**src/design/racfg_pkg.sv**
```systemverilog
// Package for the radio auxiliary configuration register bank.
// Assumes a 40 MHz system clock and 6-bit register addresses.
package racfg_pkg;

  // Register addresses
  localparam logic [5:0] ADDR_SEC_LEN   = 6'h1a;
  localparam logic [5:0] ADDR_SUPPLY    = 6'h1b;
  localparam logic [5:0] ADDR_PIN_CFG0  = 6'h1c;
  localparam logic [5:0] ADDR_PIN_CFG1  = 6'h1d;
  localparam logic [5:0] ADDR_MAKER_LOW = 6'h1e;

  // Field positions (low bit of each field)
  localparam int TX_LEN_LSB     = 8;
  localparam int RX_LEN_LSB     = 0;
  localparam int SUPPLY_OK_BIT  = 6;
  localparam int SUPPLY_ON_BIT  = 5;
  localparam int SUPPLY_THR_LSB = 0;
  localparam int RSV_PIN_BIT    = 11;
  localparam int DATA_INV_BIT   = 10;
  localparam int THR_INV_BIT    = 9;
  localparam int FRAME_INV_BIT  = 8;
  localparam int CHAN_INV_BIT   = 7;
  localparam int LEVEL_THR_LSB  = 0;
  localparam int DBG_SRC_LSB    = 10;
  localparam int FRAME_SEL_LSB  = 5;
  localparam int CHAN_SEL_LSB   = 0;
  localparam int PART_LSB       = 12;

  // Reset values
  localparam logic [6:0] LEN_RST       = 7'h00;
  localparam logic [4:0] SUPPLY_THR_RST = 5'h00;
  localparam logic [6:0] LEVEL_THR_RST = 7'h40;
  localparam logic [4:0] PIN_SEL_RST   = 5'h00;

  // Authentication prefix offset subtracted from the packet length
  localparam logic [6:0] AUTH_PREFIX_OFS = 7'h02;

  // Debug stream clock: prescaler rate over data rate, in kHz
  localparam int PRESCALER_KHZ  = 150000;
  localparam int DBG_DATA_KHZ   = 37500;
  localparam int DBG_CLK_DIV    = PRESCALER_KHZ / DBG_DATA_KHZ;
  localparam int DBG_WORD_BITS  = 16;

  // Supply monitor settle time (host obligation), in ns and cycles
  localparam int CLK_PERIOD_NS    = 25;
  localparam int SUPPLY_SETTLE_NS = 5000;
  localparam int SUPPLY_SETTLE_CYC =
    (SUPPLY_SETTLE_NS + CLK_PERIOD_NS - 1) / CLK_PERIOD_NS;

  // In-line security mode
  typedef enum logic [1:0] {
    SEC_OFF  = 2'b00,
    SEC_AUTH = 2'b01,
    SEC_CTR  = 2'b10,
    SEC_COMB = 2'b11
  } racfg_inline_a_t;

  // Debug stream source
  typedef enum logic [2:0] {
    DBG_OFF     = 3'b000,
    DBG_GAIN    = 3'b001,
    DBG_CONV_OUT = 3'b010,
    DBG_FILT    = 3'b011,
    DBG_RSV4    = 3'b100,
    DBG_RSV5    = 3'b101,
    DBG_CONV_IN = 3'b110,
    DBG_DAC_IN  = 3'b111
  } racfg_dbg_src_t;

  // Serializer state
  typedef enum logic [0:0] {
    SER_IDLE  = 1'b0,
    SER_SHIFT = 1'b1
  } racfg_ser_state_t;

  // Register access request from the serial front end
  typedef struct packed {
    logic        wr;
    logic        rd;
    logic [5:0]  addr;
    logic [15:0] wdata;
  } racfg_req_t;

endpackage : racfg_pkg

```
**src/design/racfg_pin_out.sv**
```systemverilog
// Output pin stage with selectable polarity.
// Assumes the raw signal comes from logic on the same clock.
`timescale 1ns/1ps
`default_nettype none
module racfg_pin_out (
  // Clock and reset
  input  wire logic i_clk_sys,
  input  wire logic i_reset_n,
  // Signal and polarity
  input  wire logic i_raw,
  input  wire logic i_invert,
  // Pin
  output logic      o_pin
);

  logic pin_reg;
  logic pin_next;

  // Invert when the polarity bit is set
  always_comb begin
    pin_next = i_raw ^ i_invert;
  end

  // Registered so the pin never glitches
  always_ff @(posedge i_clk_sys or negedge i_reset_n) begin
    if (!i_reset_n) begin
      pin_reg <= 1'b0;
    end else begin
      pin_reg <= pin_next;
    end
  end

  assign o_pin = pin_reg;

endmodule : racfg_pin_out
`default_nettype wire

```
**src/design/racfg_regs.sv**
```systemverilog
// Radio auxiliary configuration and status register bank.
// Assumes requests arrive decoded from the serial front end on i_clk_sys.
// Function
// Transmit clear length field in bits 14:8, meaning set by security mode.
// Receive clear length field in bits 6:0, meaning set by security mode.
// Stand-alone cipher operations ignore both clear length fields.
// Host writes zero to all reserved bits.
// Read-only bit 6 shows supply above programmed threshold.
// Host trusts the supply bit only 5 us after enable and setup.
// Bit 5 enables the supply monitor; reset value zero.
// Bits 4:0 hold the supply threshold code.
// Polarity bits 10 to 7 invert their output pins when set.
// Threshold pin high once buffer level reaches bits 6:0, reset 64.
// Bits 12:10 select the debug stream source.
// Debug data clock is prescaler divided by four; synth must run.
// Bits 9:5 and 4:0 select frame-start and channel-clear sources.
// Read-only identification word: part bits and maker code.
// Two-bit security mode: off, auth, counter, combined.
// Length prefix option feeds authenticated length first.
`timescale 1ns/1ps
`default_nettype none
module racfg_regs #(
  parameter logic [3:0]  PART_CODE_LOW = 4'h1,   // Arbitrary value
  parameter logic [11:0] MAKER_CODE    = 12'h0a5 // Arbitrary value
) (
  // Clock and reset
  input  wire logic                     i_clk_sys,
  input  wire logic                     i_reset_n,
  // Register access
  input  wire racfg_pkg::racfg_req_t    i_req,
  output logic [15:0]                   o_reg_rdata,
  output logic                          o_reg_rvalid,
  // Security engine side
  input  wire racfg_pkg::racfg_inline_a_t i_inline_a,
  input  wire logic                     i_auth_len_prefix,
  input  wire logic                     i_standalone_busy,
  input  wire logic [6:0]               i_tx_pkt_len,
  output logic [6:0]                    o_tx_clear_len,
  output logic [6:0]                    o_rx_clear_len,
  output logic [6:0]                    o_auth_prefix_tx,
  output logic [6:0]                    o_auth_prefix_rx,
  output logic                          o_auth_prefix_use,
  // Supply monitor
  input  wire logic                     i_supply_cmp,
  output logic                          o_supply_monitor_on,
  output logic [4:0]                    o_supply_threshold_code,
  // Pin sources
  input  wire logic                     i_rx_data_avail,
  input  wire logic [7:0]               i_rx_level,
  input  wire logic [31:0]              i_pin_sources,
  output logic                          o_rx_data_pin,
  output logic                          o_rx_threshold_pin,
  output logic                          o_frame_start_pin,
  output logic                          o_chan_clear_pin,
  // Debug stream
  input  wire logic                     i_freq_synth_running,
  input  wire logic [15:0]              i_debug_word,
  output logic [2:0]                    o_debug_stream_source,
  output logic                          o_debug_stream_port,
  output logic                          o_debug_stream_clk,
  output logic                          o_debug_stream_sync
);

  localparam logic [1:0] DIV_LAST = 2'(racfg_pkg::DBG_CLK_DIV - 1);
  localparam logic [1:0] DIV_HIGH = 2'(racfg_pkg::DBG_CLK_DIV / 2);
  localparam logic [3:0] BIT_LAST = 4'(racfg_pkg::DBG_WORD_BITS - 1);
  localparam logic [15:0] ID_WORD = {PART_CODE_LOW, MAKER_CODE};

  // Register state
  logic [6:0]  tx_len_reg, tx_len_next, rx_len_reg, rx_len_next;
  logic        mon_on_reg, mon_on_next;
  logic [4:0]  thr_code_reg, thr_code_next;
  logic [4:0]  inv_reg, inv_next;       // {rsv11, data, thr, frame, chan}
  logic [6:0]  lvl_thr_reg, lvl_thr_next;
  logic [2:0]  dbg_src_reg, dbg_src_next;
  logic [4:0]  fsel_reg, fsel_next, csel_reg, csel_next;
  logic [15:0] rdata_reg, rdata_next;
  logic        rvalid_reg, rvalid_next;
  // Security outputs
  logic [6:0]  txe_reg, txe_next, rxe_reg, rxe_next;
  logic [6:0]  ptx_reg, ptx_next, prx_reg, prx_next;
  logic        puse_reg, puse_next;
  // Supply comparator synchroniser
  logic        cmp_s1, cmp_s2, cmp_s3, ok_reg, ok_next;

  // Register writes; reserved bits are dropped, except bit 11 of the pin register, which inv_reg keeps
  always_comb begin
    tx_len_next   = tx_len_reg;
    rx_len_next   = rx_len_reg;
    mon_on_next   = mon_on_reg;
    thr_code_next = thr_code_reg;
    inv_next      = inv_reg;
    lvl_thr_next  = lvl_thr_reg;
    dbg_src_next  = dbg_src_reg;
    fsel_next     = fsel_reg;
    csel_next     = csel_reg;
    if (i_req.wr) begin
      if (i_req.addr == racfg_pkg::ADDR_SEC_LEN) begin
        tx_len_next = i_req.wdata[racfg_pkg::TX_LEN_LSB +: 7];
        rx_len_next = i_req.wdata[racfg_pkg::RX_LEN_LSB +: 7];
      end else if (i_req.addr == racfg_pkg::ADDR_SUPPLY) begin
        mon_on_next   = i_req.wdata[racfg_pkg::SUPPLY_ON_BIT];
        thr_code_next = i_req.wdata[racfg_pkg::SUPPLY_THR_LSB +: 5];
      end else if (i_req.addr == racfg_pkg::ADDR_PIN_CFG0) begin
        inv_next = i_req.wdata[racfg_pkg::CHAN_INV_BIT +: 5];
        lvl_thr_next = i_req.wdata[racfg_pkg::LEVEL_THR_LSB +: 7];
      end else if (i_req.addr == racfg_pkg::ADDR_PIN_CFG1) begin
        dbg_src_next = i_req.wdata[racfg_pkg::DBG_SRC_LSB +: 3];
        fsel_next = i_req.wdata[racfg_pkg::FRAME_SEL_LSB +: 5];
        csel_next = i_req.wdata[racfg_pkg::CHAN_SEL_LSB +: 5];
      end
    end
  end

  // Read path; unmapped addresses read zero, write-only bits read zero
  always_comb begin
    rdata_next  = rdata_reg;
    rvalid_next = i_req.rd;
    if (i_req.rd) begin
      rdata_next = 16'h0000;
      if (i_req.addr == racfg_pkg::ADDR_SEC_LEN) begin
        rdata_next[racfg_pkg::TX_LEN_LSB +: 7] = tx_len_reg;
        rdata_next[racfg_pkg::RX_LEN_LSB +: 7] = rx_len_reg;
      end else if (i_req.addr == racfg_pkg::ADDR_SUPPLY) begin
        rdata_next[racfg_pkg::SUPPLY_OK_BIT] = ok_reg;
        rdata_next[racfg_pkg::SUPPLY_ON_BIT] = mon_on_reg;
        rdata_next[racfg_pkg::SUPPLY_THR_LSB +: 5] = thr_code_reg;
      end else if (i_req.addr == racfg_pkg::ADDR_PIN_CFG0) begin
        rdata_next[racfg_pkg::CHAN_INV_BIT +: 5] = inv_reg;
        rdata_next[racfg_pkg::LEVEL_THR_LSB +: 7] = lvl_thr_reg;
      end else if (i_req.addr == racfg_pkg::ADDR_PIN_CFG1) begin
        rdata_next[racfg_pkg::DBG_SRC_LSB +: 3] = dbg_src_reg;
        rdata_next[racfg_pkg::FRAME_SEL_LSB +: 5] = fsel_reg;
        rdata_next[racfg_pkg::CHAN_SEL_LSB +: 5] = csel_reg;
      end else if (i_req.addr == racfg_pkg::ADDR_MAKER_LOW) begin
        rdata_next = ID_WORD;
      end
    end
  end

  // Effective lengths for the cipher engine, by mode
  always_comb begin
    txe_next  = tx_len_reg;
    rxe_next  = rx_len_reg;
    if (i_standalone_busy ||
        i_inline_a == racfg_pkg::SEC_OFF) begin
      txe_next = 7'h00;
      rxe_next = 7'h00;
    end
    // Length prefix only applies to the authentication-only mode
    puse_next = i_auth_len_prefix && !i_standalone_busy &&
                i_inline_a == racfg_pkg::SEC_AUTH;
    ptx_next = i_tx_pkt_len - tx_len_reg - racfg_pkg::AUTH_PREFIX_OFS;
    prx_next = rx_len_reg;
  end

  // Comparator accepted once second and third stages agree
  always_comb begin
    ok_next = ok_reg;
    if (!mon_on_reg) begin
      ok_next = 1'b0; // Disabled monitor clears the good-supply bit one cycle after mon_on_reg drops
    end else if (cmp_s2 == cmp_s3) begin
      ok_next = cmp_s3;
    end
  end

  // State registers
  always_ff @(posedge i_clk_sys or negedge i_reset_n) begin
    if (!i_reset_n) begin
      tx_len_reg   <= racfg_pkg::LEN_RST;
      rx_len_reg   <= racfg_pkg::LEN_RST;
      mon_on_reg   <= 1'b0;
      thr_code_reg <= racfg_pkg::SUPPLY_THR_RST;
      inv_reg      <= 5'h00;
      lvl_thr_reg  <= racfg_pkg::LEVEL_THR_RST;
      dbg_src_reg  <= 3'h0;
      fsel_reg     <= racfg_pkg::PIN_SEL_RST;
      csel_reg     <= racfg_pkg::PIN_SEL_RST;
      rdata_reg    <= 16'h0000;
      rvalid_reg   <= 1'b0;
      txe_reg      <= 7'h00;
      rxe_reg      <= 7'h00;
      ptx_reg      <= 7'h00;
      prx_reg      <= 7'h00;
      puse_reg     <= 1'b0;
      cmp_s1       <= 1'b0;
      cmp_s2       <= 1'b0;
      cmp_s3       <= 1'b0;
      ok_reg       <= 1'b0;
    end else begin
      tx_len_reg   <= tx_len_next;
      rx_len_reg   <= rx_len_next;
      mon_on_reg   <= mon_on_next;
      thr_code_reg <= thr_code_next;
      inv_reg      <= inv_next;
      lvl_thr_reg  <= lvl_thr_next;
      dbg_src_reg  <= dbg_src_next;
      fsel_reg     <= fsel_next;
      csel_reg     <= csel_next;
      rdata_reg    <= rdata_next;
      rvalid_reg   <= rvalid_next;
      txe_reg      <= txe_next;
      rxe_reg      <= rxe_next;
      ptx_reg      <= ptx_next;
      prx_reg      <= prx_next;
      puse_reg     <= puse_next;
      cmp_s1       <= i_supply_cmp;
      cmp_s2       <= cmp_s1;
      cmp_s3       <= cmp_s2;
      ok_reg       <= ok_next;
    end
  end

  // Pin raw levels
  logic thr_raw, frame_raw, chan_raw;
  assign thr_raw   = {1'b0, lvl_thr_reg} <= i_rx_level;
  assign frame_raw = i_pin_sources[fsel_reg];
  assign chan_raw  = i_pin_sources[csel_reg];

  racfg_pin_out u_data_pin (.i_clk_sys(i_clk_sys), .i_reset_n(i_reset_n),
    .i_raw(i_rx_data_avail), .i_invert(inv_reg[3]), .o_pin(o_rx_data_pin));
  racfg_pin_out u_thr_pin (.i_clk_sys(i_clk_sys), .i_reset_n(i_reset_n),
    .i_raw(thr_raw), .i_invert(inv_reg[2]), .o_pin(o_rx_threshold_pin));
  racfg_pin_out u_frame_pin (.i_clk_sys(i_clk_sys), .i_reset_n(i_reset_n),
    .i_raw(frame_raw), .i_invert(inv_reg[1]), .o_pin(o_frame_start_pin));
  racfg_pin_out u_chan_pin (.i_clk_sys(i_clk_sys), .i_reset_n(i_reset_n),
    .i_raw(chan_raw), .i_invert(inv_reg[0]), .o_pin(o_chan_clear_pin));

  // Debug serializer; reserved sources behave as off
  racfg_pkg::racfg_ser_state_t ser_reg, ser_next;
  logic [1:0]  div_reg, div_next;
  logic [3:0]  bit_reg, bit_next;
  logic [15:0] sh_reg, sh_next;
  logic        dclk_reg, dclk_next, ddat_reg, ddat_next, dsync_reg, dsync_next;
  logic        dbg_active;
  assign dbg_active = i_freq_synth_running &&
    dbg_src_reg != racfg_pkg::DBG_OFF &&
    dbg_src_reg != racfg_pkg::DBG_RSV4 &&
    dbg_src_reg != racfg_pkg::DBG_RSV5;

  always_comb begin
    ser_next   = ser_reg;
    div_next   = div_reg;
    bit_next   = bit_reg;
    sh_next    = sh_reg;
    dclk_next  = 1'b0;
    ddat_next  = 1'b0;
    dsync_next = 1'b0;
    case (ser_reg)
      racfg_pkg::SER_IDLE: begin
        div_next = 2'h0;
        bit_next = BIT_LAST;
        if (dbg_active) begin
          ser_next = racfg_pkg::SER_SHIFT;
          sh_next  = i_debug_word;
        end
      end
      racfg_pkg::SER_SHIFT: begin
        // Divider stands in for the prescaler-derived clock
        div_next  = (div_reg == DIV_LAST) ? 2'h0 : div_reg + 2'h1;
        dclk_next = div_reg >= DIV_HIGH;
        ddat_next = sh_reg[bit_reg];
        dsync_next = bit_reg == BIT_LAST;
        if (div_reg == DIV_LAST) begin
          bit_next = bit_reg - 4'h1;
          if (bit_reg == 4'h0) begin
            sh_next = i_debug_word;
            if (!dbg_active) begin
              ser_next = racfg_pkg::SER_IDLE; // Ends only at a word edge
            end
          end
        end
      end
      default: ser_next = racfg_pkg::SER_IDLE;
    endcase
  end

  // Serializer registers
  always_ff @(posedge i_clk_sys or negedge i_reset_n) begin
    if (!i_reset_n) begin
      ser_reg   <= racfg_pkg::SER_IDLE;
      div_reg   <= 2'h0;
      bit_reg   <= 4'h0;
      sh_reg    <= 16'h0000;
      dclk_reg  <= 1'b0;
      ddat_reg  <= 1'b0;
      dsync_reg <= 1'b0;
    end else begin
      ser_reg   <= ser_next;
      div_reg   <= div_next;
      bit_reg   <= bit_next;
      sh_reg    <= sh_next;
      dclk_reg  <= dclk_next;
      ddat_reg  <= ddat_next;
      dsync_reg <= dsync_next;
    end
  end

  // Output wiring, all from flip-flops
  assign o_reg_rdata             = rdata_reg;
  assign o_reg_rvalid            = rvalid_reg;
  assign o_tx_clear_len          = txe_reg;
  assign o_rx_clear_len          = rxe_reg;
  assign o_auth_prefix_tx        = ptx_reg;
  assign o_auth_prefix_rx        = prx_reg;
  assign o_auth_prefix_use       = puse_reg;
  assign o_supply_monitor_on     = mon_on_reg;
  assign o_supply_threshold_code = thr_code_reg;
  assign o_debug_stream_source   = dbg_src_reg;
  assign o_debug_stream_port     = ddat_reg;
  assign o_debug_stream_clk      = dclk_reg;
  assign o_debug_stream_sync     = dsync_reg;
endmodule : racfg_regs
`default_nettype wire

```
**config.mk**
```make
export PLATFORM = sky130hd
export DESIGN_NAME = racfg_regs
export DESIGN_NICKNAME = d
export VERILOG_FILES = /design/src/design/racfg_pkg.sv /design/src/design/racfg_pin_out.sv /design/src/design/racfg_regs.sv
export SDC_FILE = /design/constraint.sdc
export NUM_CORES = 1
export LEC_CHECK = 0
export BUFFER_PORTS_ARGS = -buffer_cell sky130_fd_sc_hd__buf_2
export CORE_ASPECT_RATIO = 1.2
export CORE_UTILIZATION = 57
export DETAILED_ROUTE_END_ITERATION = 6
export GPL_ROUTABILITY_DRIVEN = 0
export PLACE_DENSITY_LB_ADDON = 0.12
export RECOVER_POWER = 25
export SYNTH_ARGS = -nofsm -noshare
export SYNTH_HDL_FRONTEND = slang
export SYNTH_SLANG_ARGS = --single-unit
```
**constraint.sdc**
```tcl
create_clock -name i_clk_sys -period 3.68 [get_ports i_clk_sys]
set_clock_uncertainty 0.05 [all_clocks]
set_input_delay 0.552 -clock i_clk_sys [delete_from_list [all_inputs] [get_ports i_clk_sys]]
set_output_delay 0.552 -clock i_clk_sys [all_outputs]
set_load 0.03 [all_outputs]
```
## Word-level counts from Yosys, hierarchy flattened

Cells that the tools add are included.

- Flip-flop bits (word level): 125
- Output and inout port bits: 62

- Equality and inequality tests: 15
- Reduce and logical (&&, ||, !) cells: 15
- Muxes and demuxes: 41
- Bitwise operators: 8
- Order comparisons: 5
- $add $sub $neg: 4

Operator list:

| kind | count |
|---|---|
| 16-bit two-way mux | 8 |
| 7-bit two-way mux | 5 |
| 16-bit case mux with 2 select lines | 1 |
| 6-bit by 5-bit equality test with 1-bit output, second input constant | 5 |
| 13-bit two-way mux | 2 |
| 1-bit two-way mux | 13 |
| 5-bit by 6-bit less-than comparator with 1-bit output, second input constant | 2 |
| 12-bit two-way mux | 1 |
| 1-bit binary-select mux with 5-bit select | 2 |
| 9-bit two-way mux | 1 |
| 7-bit by 8-bit <= comparator with 1-bit output | 1 |
| 4-bit two-way mux | 2 |
| 4-bit case mux with 2 select lines | 1 |
| 7-bit by 2-bit subtractor with 7-bit output, second input constant | 1 |
| 7-bit subtractor | 1 |
| 2-bit by 1-bit != test with 1-bit output, second input constant | 3 |
| 3-bit != test, second input constant | 2 |
| 3-bit AND reduction | 2 |
| 1-bit logical AND | 5 |
| 4-bit by 5-bit less-than comparator with 1-bit output, second input constant | 1 |
| 5-bit AND reduction | 1 |
| 1-bit binary-select mux with 4-bit select | 1 |
| 4-bit equality test, second input constant | 1 |
| 4-bit logical NOT | 1 |
| 19 further kinds | 25 |

## Longest topological paths before layout

Gate-level depths: netlist (run 1).

- Depth in word-level cells: 11
- Mapped depth: 9
- Depth with buffers taken out: 9

## Cells and area by module

From an unflattened synthesis (run 1), not the netlist that was laid out.

- Cells, all modules: 490
- Area, all modules: 6010.8 sq um

Modules (own cells, without submodules):

| module | seq. area each (sq um) | instances | area each (sq um) | cells each |
|---|---|---|---|---|
| racfg_regs | 3004.1 | 1 | 5875.6 | 482 |
| racfg_pin_out | 25.0 | 4 | 33.8 | 2 |

## Least setup slack after synthesis (run 1)

No wires, ideal clock.

- Path type: input port to flip-flop
- Start: in i_tx_pkt_len[2]
- End: reg ptx_reg[6] (netlist: o_auth_prefix_tx[6])
- Library setup time: 124 ps
- Data required time: 3506 ps
- Arrival time: 1826 ps
- Path slack: 1679 ps
- Cell stages on the path: 9
- Path buffers: 0
- Cells stage by stage: inv_1 > ha_1 > inv_1 > ha_1 > a21o_1 > a21oi_1 > o21bai_1 > a21oi_1 > xnor2_1

- Longest elaborated chain between the ends: 2

RTL lines:

| what | RTL line | RTL |
|---|---|---|
| start: declaration | racfg_regs.sv:37 | `input wire logic [6:0] i_tx_pkt_len,` |
| 7-bit subtractor | racfg_regs.sv:153 | `ptx_next = i_tx_pkt_len - tx_len_reg - racfg_pkg::AUTH_PREFIX_OFS;` |
| 7-bit by 2-bit subtractor with 7-bit output | racfg_regs.sv:153 |  |
| named net ptx_next[6] | racfg_regs.sv:81 | `logic [6:0] ptx_reg, ptx_next, prx_reg, prx_next;` |
| end signal: assignment | racfg_regs.sv:204 | `ptx_reg <= ptx_next;` |
| end: declaration | racfg_regs.sv:81 |  |

The timed path passes the listed nets, and every way through them passes these cells.
A chain may end at the register's enable or synchronous reset.

==> summary.md, run 1 <==
| Metric | Value |
|---|---|
| #FFs+latches synth | `124` |
| Max Cap Viol | `1` |
| Mean post-synth cell area | `around 12 um2` |
| CTS Buf Count | `17` |
| Max-slew violation count | `a little over 90` |
| P&R area growth vs syn | `22.6%` |
| Min-delay worst type | `in -> reg` |
| Post-layout util | `73.1%` |
| Critical path capture point type | `async pin` |
| Root buffer cell | `clkbuf_16` |
| Synthesized Nets | `611` |
| Max reg flops | `16` |
| H-tree depth | `4` |
| CP Data Required Time | `roughly 3.7 ns` |
| Combinational Power Share | `23.8%` |
| Setup-failing EPs final | `0` |
| Via count | `4,423` |
| GRT overflow | `0` |
| Status | `finished, violations left` |
| Vias in the first global route | `4,440` |
| Worst-margin pin slew | `2.18 ns` |
| Post-synth EDFFs | `0` |
| Final hold viol count | `0` |
| Post-synth ARST share | `100%` |
| IO Count | `158` |
| Tot GR Track Use | `a little over a quarter` |
| CP max stage delay | `1.53 ns` |
| Final nets | `766` |
| Post-Route WL | `13.9 mm` |
| Initial cell density of the core | `roughly three fifths` |
| Worst reg2reg path depth | `5` |
| Critical-path top delay cell | `clkbuf_2` |
| CP arrival | `2.13 ns` |
| Via density | `approximately 5.6` |
| Yosys warns | `0` |
| Drt first pass iters | `5` |
| Post-synth top flop | `dfrtp_1` |
| CTS tree | `yes` |
| Psw | `1330 uW` |
| Top delay family on crit path | `buffers and inverters` |
| Later-pin clock latency in the skew report | `0.40 ns` |
| Worst Hold Path EP | `cmp_s1` |
| Critical path class | `in -> async` |
| Min-Delay Path Depth | `1` |
| Crit share post-route | `57.6%` |
| Die X | `96.4 um` |
| Seq pwr share | `41.5%` |
| Setup ws final | `1.56 ns` |
| Chip height | `roughly 120 um` |
| Largest net degree at the start of global routing | `approximately 90` |
| DP HPWL | `9.93 mm` |
| Fillers | `723` |
| Cts hold-fix bufs | `0` |
| Clock Tree Buf Depth | `2` |
| Sequential share of the synthesized area | `51.0%` |
| Post-CTS Setup Inserts | `0` |
| Slew margin rel. | `-45.5%` |
| Initial drt markers | `roughly 260` |
| Worst-path cell chain | `clkbuf_2` |
| Worst vdd ir | `0.365 mV` |
| Ratio of cells with drive above 1 in the final layout | `36.6%` |
| Core area | `0.0102 mm2` |
| Syn Std Cell Area | `roughly 0.0061 mm2` |
| Power Density | `601 mW/mm2` |
| DRC errors left | `0` |
| Worst reg2reg endpoint | `sh_reg[15]` |
| Final min period | `2.12 ns` |
| Clock group share of total power | `34.8%` |
| RSZ-0062 raised after global routing | `no` |
| Cells after synthesis | `492` |
| IO buf count | `between 150 and 200` |
| Wirelength per Cell | `17.7 um` |
| Startpoint Class | `primary input` |
| R2R Setup Slk | `1.60 ns` |
| Clock slew at reported path FFs | `0.05 ns` |
| Sink Count | `124` |
| Hold Crit Start | `i_supply_cmp` |
| Initial antenna violation count | `1` |
| Num rows | `40` |
| Failing checks | `capacitance limit, slew limit` |
| Final ANT Viol Nets | `0` |
| Post-CTS Resized | `0` |
| Setup tns final | `0 ns` |
| Maximum fanout along the worst path | `91` |
| Full die area | `0.0111 mm2` |
| First-pass GRT wire length | `~22 mm` |
| Distinct cells, synth | `60` |
| FMAX | `about 470 MHz` |
| Worst reg2reg path startpoint | `bit_reg[0]` |
| Internal power | `between 3000 and 4000 uW` |
| Lkg Pwr | `0.00377 uW` |
| Sw frac | `29.6%` |
| Post-placement worst setup slack | `1.16 ns` |
| Crit path buffers/inverters | `1` |
[routing by layer]
metal  share of wire, %  routed length, um  GRT usage, %  up-vias
met2                 51               7080          44.3      161
met1                 42               5890          34.8     2187
met4                1.5                211          9.51        0
li1                   -                  -             -     2054
met5                  0                  0             0        -
met3                5.3                737          6.22       21
[logic make-up after synthesis]
logic type                 after synthesis  share of synthesized area, %
buffers and inverters                   54                          4.13
xor gates and xnor gates                12                          1.73
and+or+nand+nor                        103                          9.72
muxes                                  100                          20.2
AOI/OAI and AO/OA                       75                          8.38
DFF                                    124                          51.0
adders and majority gates               23                          4.85
other                                    1                        0.0616
[cells in the mapped netlist, types with 4 or more instances]
master / n / area (um2)
dfrtp_1: 123 / 3080
inv_1: 32 / 120
mux2i_1: 32 / 320
nand2_1: 26 / 97.6
mux2_2: 24 / 270
ha_1: 22 / 275
mux2_4: 20 / 300
and2_1: 19 / 119
a21oi_1: 18 / 90.1
mux2_1: 18 / 203
nor2_1: 17 / 63.8
a22oi_1: 12 / 90.1
o21ai_0: 10 / 50.1
nand3_1: 8 / 40.0
clkbuf_1: 7 / 26.3
buf_2: 6 / 30.0
o2bb2ai_1: 6 / 52.6
xnor2_1: 6 / 52.6
xor2_1: 6 / 52.6
buf_4: 5 / 37.5
mux4_2: 5 / 113
nor2b_1: 5 / 31.3
a221oi_1: 4 / 35.0
nand2b_1: 4 / 25.0
o31ai_1: 4 / 30.0
[stage by stage]
stage	cells	total power (uW)	hold WS (ns)	area, um2
3_3_place_gp	754	2900	0.290	6920
6_report	786	4490	0.203	7470
3_5_place_dp	754	2950	0.289	6920
4_1_cts	785	4520	0.194	7470
5_1_grt	786	4720	0.199	7470
2_1_floorplan	492	2620	0.206	6090
[power by group through the flow]
stage	combinational (uW)	clock (uW)	sequential, uW
after global placement	1040	0	1870
after detailed placement	1070	0	1880
after global routing	1180	1640	1900
after CTS	1080	1580	1860
final	1070	1560	1860
after floorplan	627	0	1990
[worst max path at each step]
stage	depth (start not counted)	end	startpoint	slack [ns]
after floorplan	9	o_auth_prefix_tx[6]	i_tx_pkt_len[2]	1.68
after global placement	5	fsel_reg[3]	i_req[16]	1.21
after detailed placement	5	csel_reg[2]	i_req[16]	1.16
after CTS	5	sh_reg[15]	bit_reg[0]	1.57
after global routing	1	fsel_reg[3]	i_reset_n	1.13
final	1	sh_reg[15]	i_reset_n	1.56
[placed cells by master (no fill, tap or decap), types with 4 or more instances in the layout]
master / instances
o21ai_0: 10
mux2i_1: 32
clkbuf_16: 17
inv_1: 32
nor2b_1: 5
xnor2_1: 6
nand2_1: 26
nor2_1: 17
mux2_1: 18
o31ai_1: 4
a221oi_1: 4
ha_1: 22
clkbuf_1: 8
and2_1: 18
nand2b_1: 4
o2bb2ai_1: 6
dfrtp_1: 123
mux4_2: 5
nand3_1: 8
a21oi_1: 18
buf_2: 152
xor2_1: 6
mux2_4: 20
mux2_2: 24
a22oi_1: 12
[area by class of cell]
type                       count  area (um2)  area share, %
antenna                        1        2.50         0.0335
clock buffer                  24         462           6.18
clock inverter                 7        91.3           1.22
inverter                      32         120           1.61
multi-input combinational    314        2740           36.6
sequential                   124        3100           41.6
tap                          126         158           2.11
timing repair buffer         158         796           10.7
Power figures use the tool's default switching activity.
==> inputs of run 2 (changes only) <==
--- a/config.mk
+++ b/config.mk
@@ -7,7 +7,7 @@
 export LEC_CHECK = 0
 export BUFFER_PORTS_ARGS = -buffer_cell sky130_fd_sc_hd__buf_2
 export CORE_ASPECT_RATIO = 1.2
-export CORE_UTILIZATION = 57
+export CORE_UTILIZATION = 53
 export DETAILED_ROUTE_END_ITERATION = 6
 export GPL_ROUTABILITY_DRIVEN = 0
 export PLACE_DENSITY_LB_ADDON = 0.12
==> constraint.sdc (replaced) <==
create_clock -name i_clk_sys -period 2.15 [get_ports i_clk_sys]
set_clock_uncertainty 0.05 [all_clocks]
set_input_delay 0.3225 -clock i_clk_sys [delete_from_list [all_inputs] [get_ports i_clk_sys]]
set_output_delay 0.3225 -clock i_clk_sys [all_outputs]
set_load 0.03 [all_outputs]
==> run 2 against run 1 <==
  * The run now ends clean
  * Cell count increased by 5.2%
  * Count of clock-buffer cells in the layout shrank 5
  * Hold slack lost 0.15 ns
  * Total power up 80%
  * Register-to-register slack lost 1.5 ns
  * Sequential power grew 69%
  * Setup slack worse by 1.4 ns
  * Critical endpoint is now o_auth_prefix_tx[5]
  * Largest cell class unchanged
  * Highest routed layer unchanged
==> summary.md, run 2 (synthesized netlist as in run 1, its figures left out) <==
| Metric | Value |
|---|---|
| CTS tree | `yes` |
| First-pass GRT wire length | `22.9 mm (+3.0%)` |
| Setup-failing EPs final | `0 (unchanged)` |
| Root buffer cell | `clkbuf_16` |
| Final ANT Viol Nets | `0 (unchanged)` |
| Lkg Pwr | `0.00388 uW (+2.8%)` |
| Initial drt markers | `299 (+14%)` |
| Seq pwr share | `38.8% (-2.7 points)` |
| Full die area | `0.0119 mm2 (+7.4%)` |
| Tot GR Track Use | `25.3% (-1.6 points)` |
| Max-slew violation count | `0 (-100%)` |
| Internal power | `5710 uW (+80%)` |
| Startpoint Class | `flop` |
| Core area | `0.0111 mm2 (+8.6%)` |
| R2R Setup Slk | `0.14 ns (-1.46 ns)` |
| Largest net degree at the start of global routing | `40 (-57%)` |
| DRC errors left | `0 (unchanged)` |
| Most common cell after layout, fill and taps aside | `buf_2` |
| Commonest non-fill, non-tap cells in the layout | `152 x buf_2, 123 x dfrtp_1, 32 x inv_1, 32 x mux2i_1, 26 x nand2_1` |
| RSZ-0062 raised after global routing | `no` |
| GRT overflow | `0 (unchanged)` |
| Initial antenna violation count | `1 (unchanged)` |
| Post-Route WL | `14.2 mm (+1.9%)` |
| Post-CTS Resized | `0 (unchanged)` |
| Max reg flops | `16 (unchanged)` |
| Hold WS | `0.0481 ns (-0.155 ns)` |
| Max Cap Viol | `0 (-1)` |
| Worst reg2reg path startpoint | `tx_len_reg[1]` |
| Psw | `2370 uW (+79%)` |
| Num rows | `42 (+5.0%)` |
| CTS Buf Count | `17 (unchanged)` |
| Sink Count | `124 (unchanged)` |
| Fillers | `836 (+16%)` |
| Slew margin rel. | `33.7% (+79 points)` |
| Die X | `99.9 um (+3.6%)` |
| FMAX | `497 MHz` |
| IO Count | `158 (unchanged)` |
| Combinational Power Share | `23.4% (-0.4 points)` |
| Vias in the first global route | `4,543 (+2.3%)` |
| Post-CTS Setup Inserts | `0 (unchanged)` |
| Min-delay worst type | `in -> reg` |
| P&R area growth vs syn | `26.6%` |
| Hold Crit Start | `i_rx_data_avail` |
| Setup tns final | `0 ns (unchanged)` |
| Worst vdd ir | `0.616 mV (+69%)` |
| Via count | `4,445 (+0.50%)` |
| Critical Path Source | `tx_len_reg[1]` |
| Wirelength per Cell | `17.1 um (-3.1%)` |
| Ratio of cells with drive above 1 in the final layout | `38.4% (+1.8 points)` |
| Clock slew at reported path FFs | `0.06 ns (about the same)` |
| DP HPWL | `10.6 mm (+6.3%)` |
| Power Density | `1050 mW/mm2 (+74%)` |
| Worst-margin pin slew | `0.995 ns (-1.19 ns)` |
| Clock Tree Buf Depth | `2 (unchanged)` |
| Initial cell density of the core | `54.9% (-4.7 points)` |
| Clock group share of total power | `37.8% (+3.0 points)` |
| Maximum fanout along the worst path | `4 (-96%)` |
| Later-pin clock latency in the skew report | `0.41 ns (about the same)` |
| Final hold viol count | `0 (unchanged)` |
| CP Data Required Time | `2.42 ns (-1.27 ns)` |
| Status | `completed` |
| Sw frac | `29.4% (-0.20 points)` |
| Final nets | `778 (+1.6%)` |
| Chip height | `119 um (+3.6%)` |
| Via density | `5.37 (-4.5%)` |
| H-tree depth | `4 (unchanged)` |
| Final min period | `between 2 and 2.5 ns` |
| Drt first pass iters | `4 (-1)` |
| IO buf count | `155 (unchanged)` |
| CP arrival | `2.28 ns (+0.15 ns)` |
| Critical path capture point type | `flop` |
| Crit share post-route | `between 90% and 100%` |
| Critical path class | `reg -> reg` |
-- run 2: worst paths after layout --
| check | depth (start not counted) | end |
|---|---|---|
| worst max-delay path | 8 | o_auth_prefix_tx[5] |
| worst min-delay path | 2 | u_data_pin.o_pin |
| worst max register to register | 8 | o_auth_prefix_tx[5] |
| worst min register to register | 0 | cmp_s2 |
| max in group asynchronous | 3 | lvl_thr_reg[6] |
| min in group asynchronous | 2 | o_auth_prefix_tx[2] |
-- run 2: layout make-up --
type	instances	area (um2)	share of cell area, %
Timing Repair Buffer	170	916	11.9
Clock buffer	19	453	5.87
Inverter	32	120	1.56
Antenna cell	1	2.50	0.0325
Multi-Input combinational cell	314	2740	35.5
Clock inverter	13	188	2.43
Sequential cell	124	3100	40.3
Tap cell	154	193	2.50
-- run 2: critical path, stage by stage (launching register included) --
cell and delay [ns]:
dfrtp_1 0.43, ha_1 0.30, inv_1 0.04, ha_1 0.22
fa_1 0.42, a21oi_1 0.18, nor2_1 0.05, nor2_1 0.11
xnor2_1 0.13
-- run 2: per-stage QoR --
stage | instance area, um2 | instances | worst slack [ns] | power (uW) | utilization [%]
floorplan | 6090 | 492 | 0.305 | 4490 | -
global placement | 7070 | 792 | 0.203 | 4990 | 63.7
detailed placement | 7070 | 792 | 0.182 | 5070 | 63.7
CTS | 7730 | 826 | 0.143 | 8160 | 69.7
global route | 7710 | 827 | 0.0485 | 8480 | 69.5
finish | 7710 | 827 | 0.139 | 8080 | 69.5
-- run 2: layer usage --
layer  up-vias  routed length (um)  global-route usage, %
li1       2092                   -                      -
met1      2191                6040                   31.1
met2       145                7330                   42.9
met3        17                 603                   6.51
met4         0                 208                   8.73
met5         -                   0                      0
-- run 2: power by group through the flow --
stage / clock (uW) / combinational (uW) / sequential (uW)
final: 3050 / 1890 / 3140
after global routing: 3230 / 2050 / 3200
after CTS: 3100 / 1910 / 3150
after detailed placement: 0 / 1890 / 3180
after global placement: 0 / 1830 / 3160
after floorplan: 0 / 1070 / 3410
-- run 2: timing repair --
item | 4_1_cts | 5_1_grt
setup endpoints to repair | 0 | 0
endpoints found under the hold margin | 37 | 0
hold buffers | 2 | 0
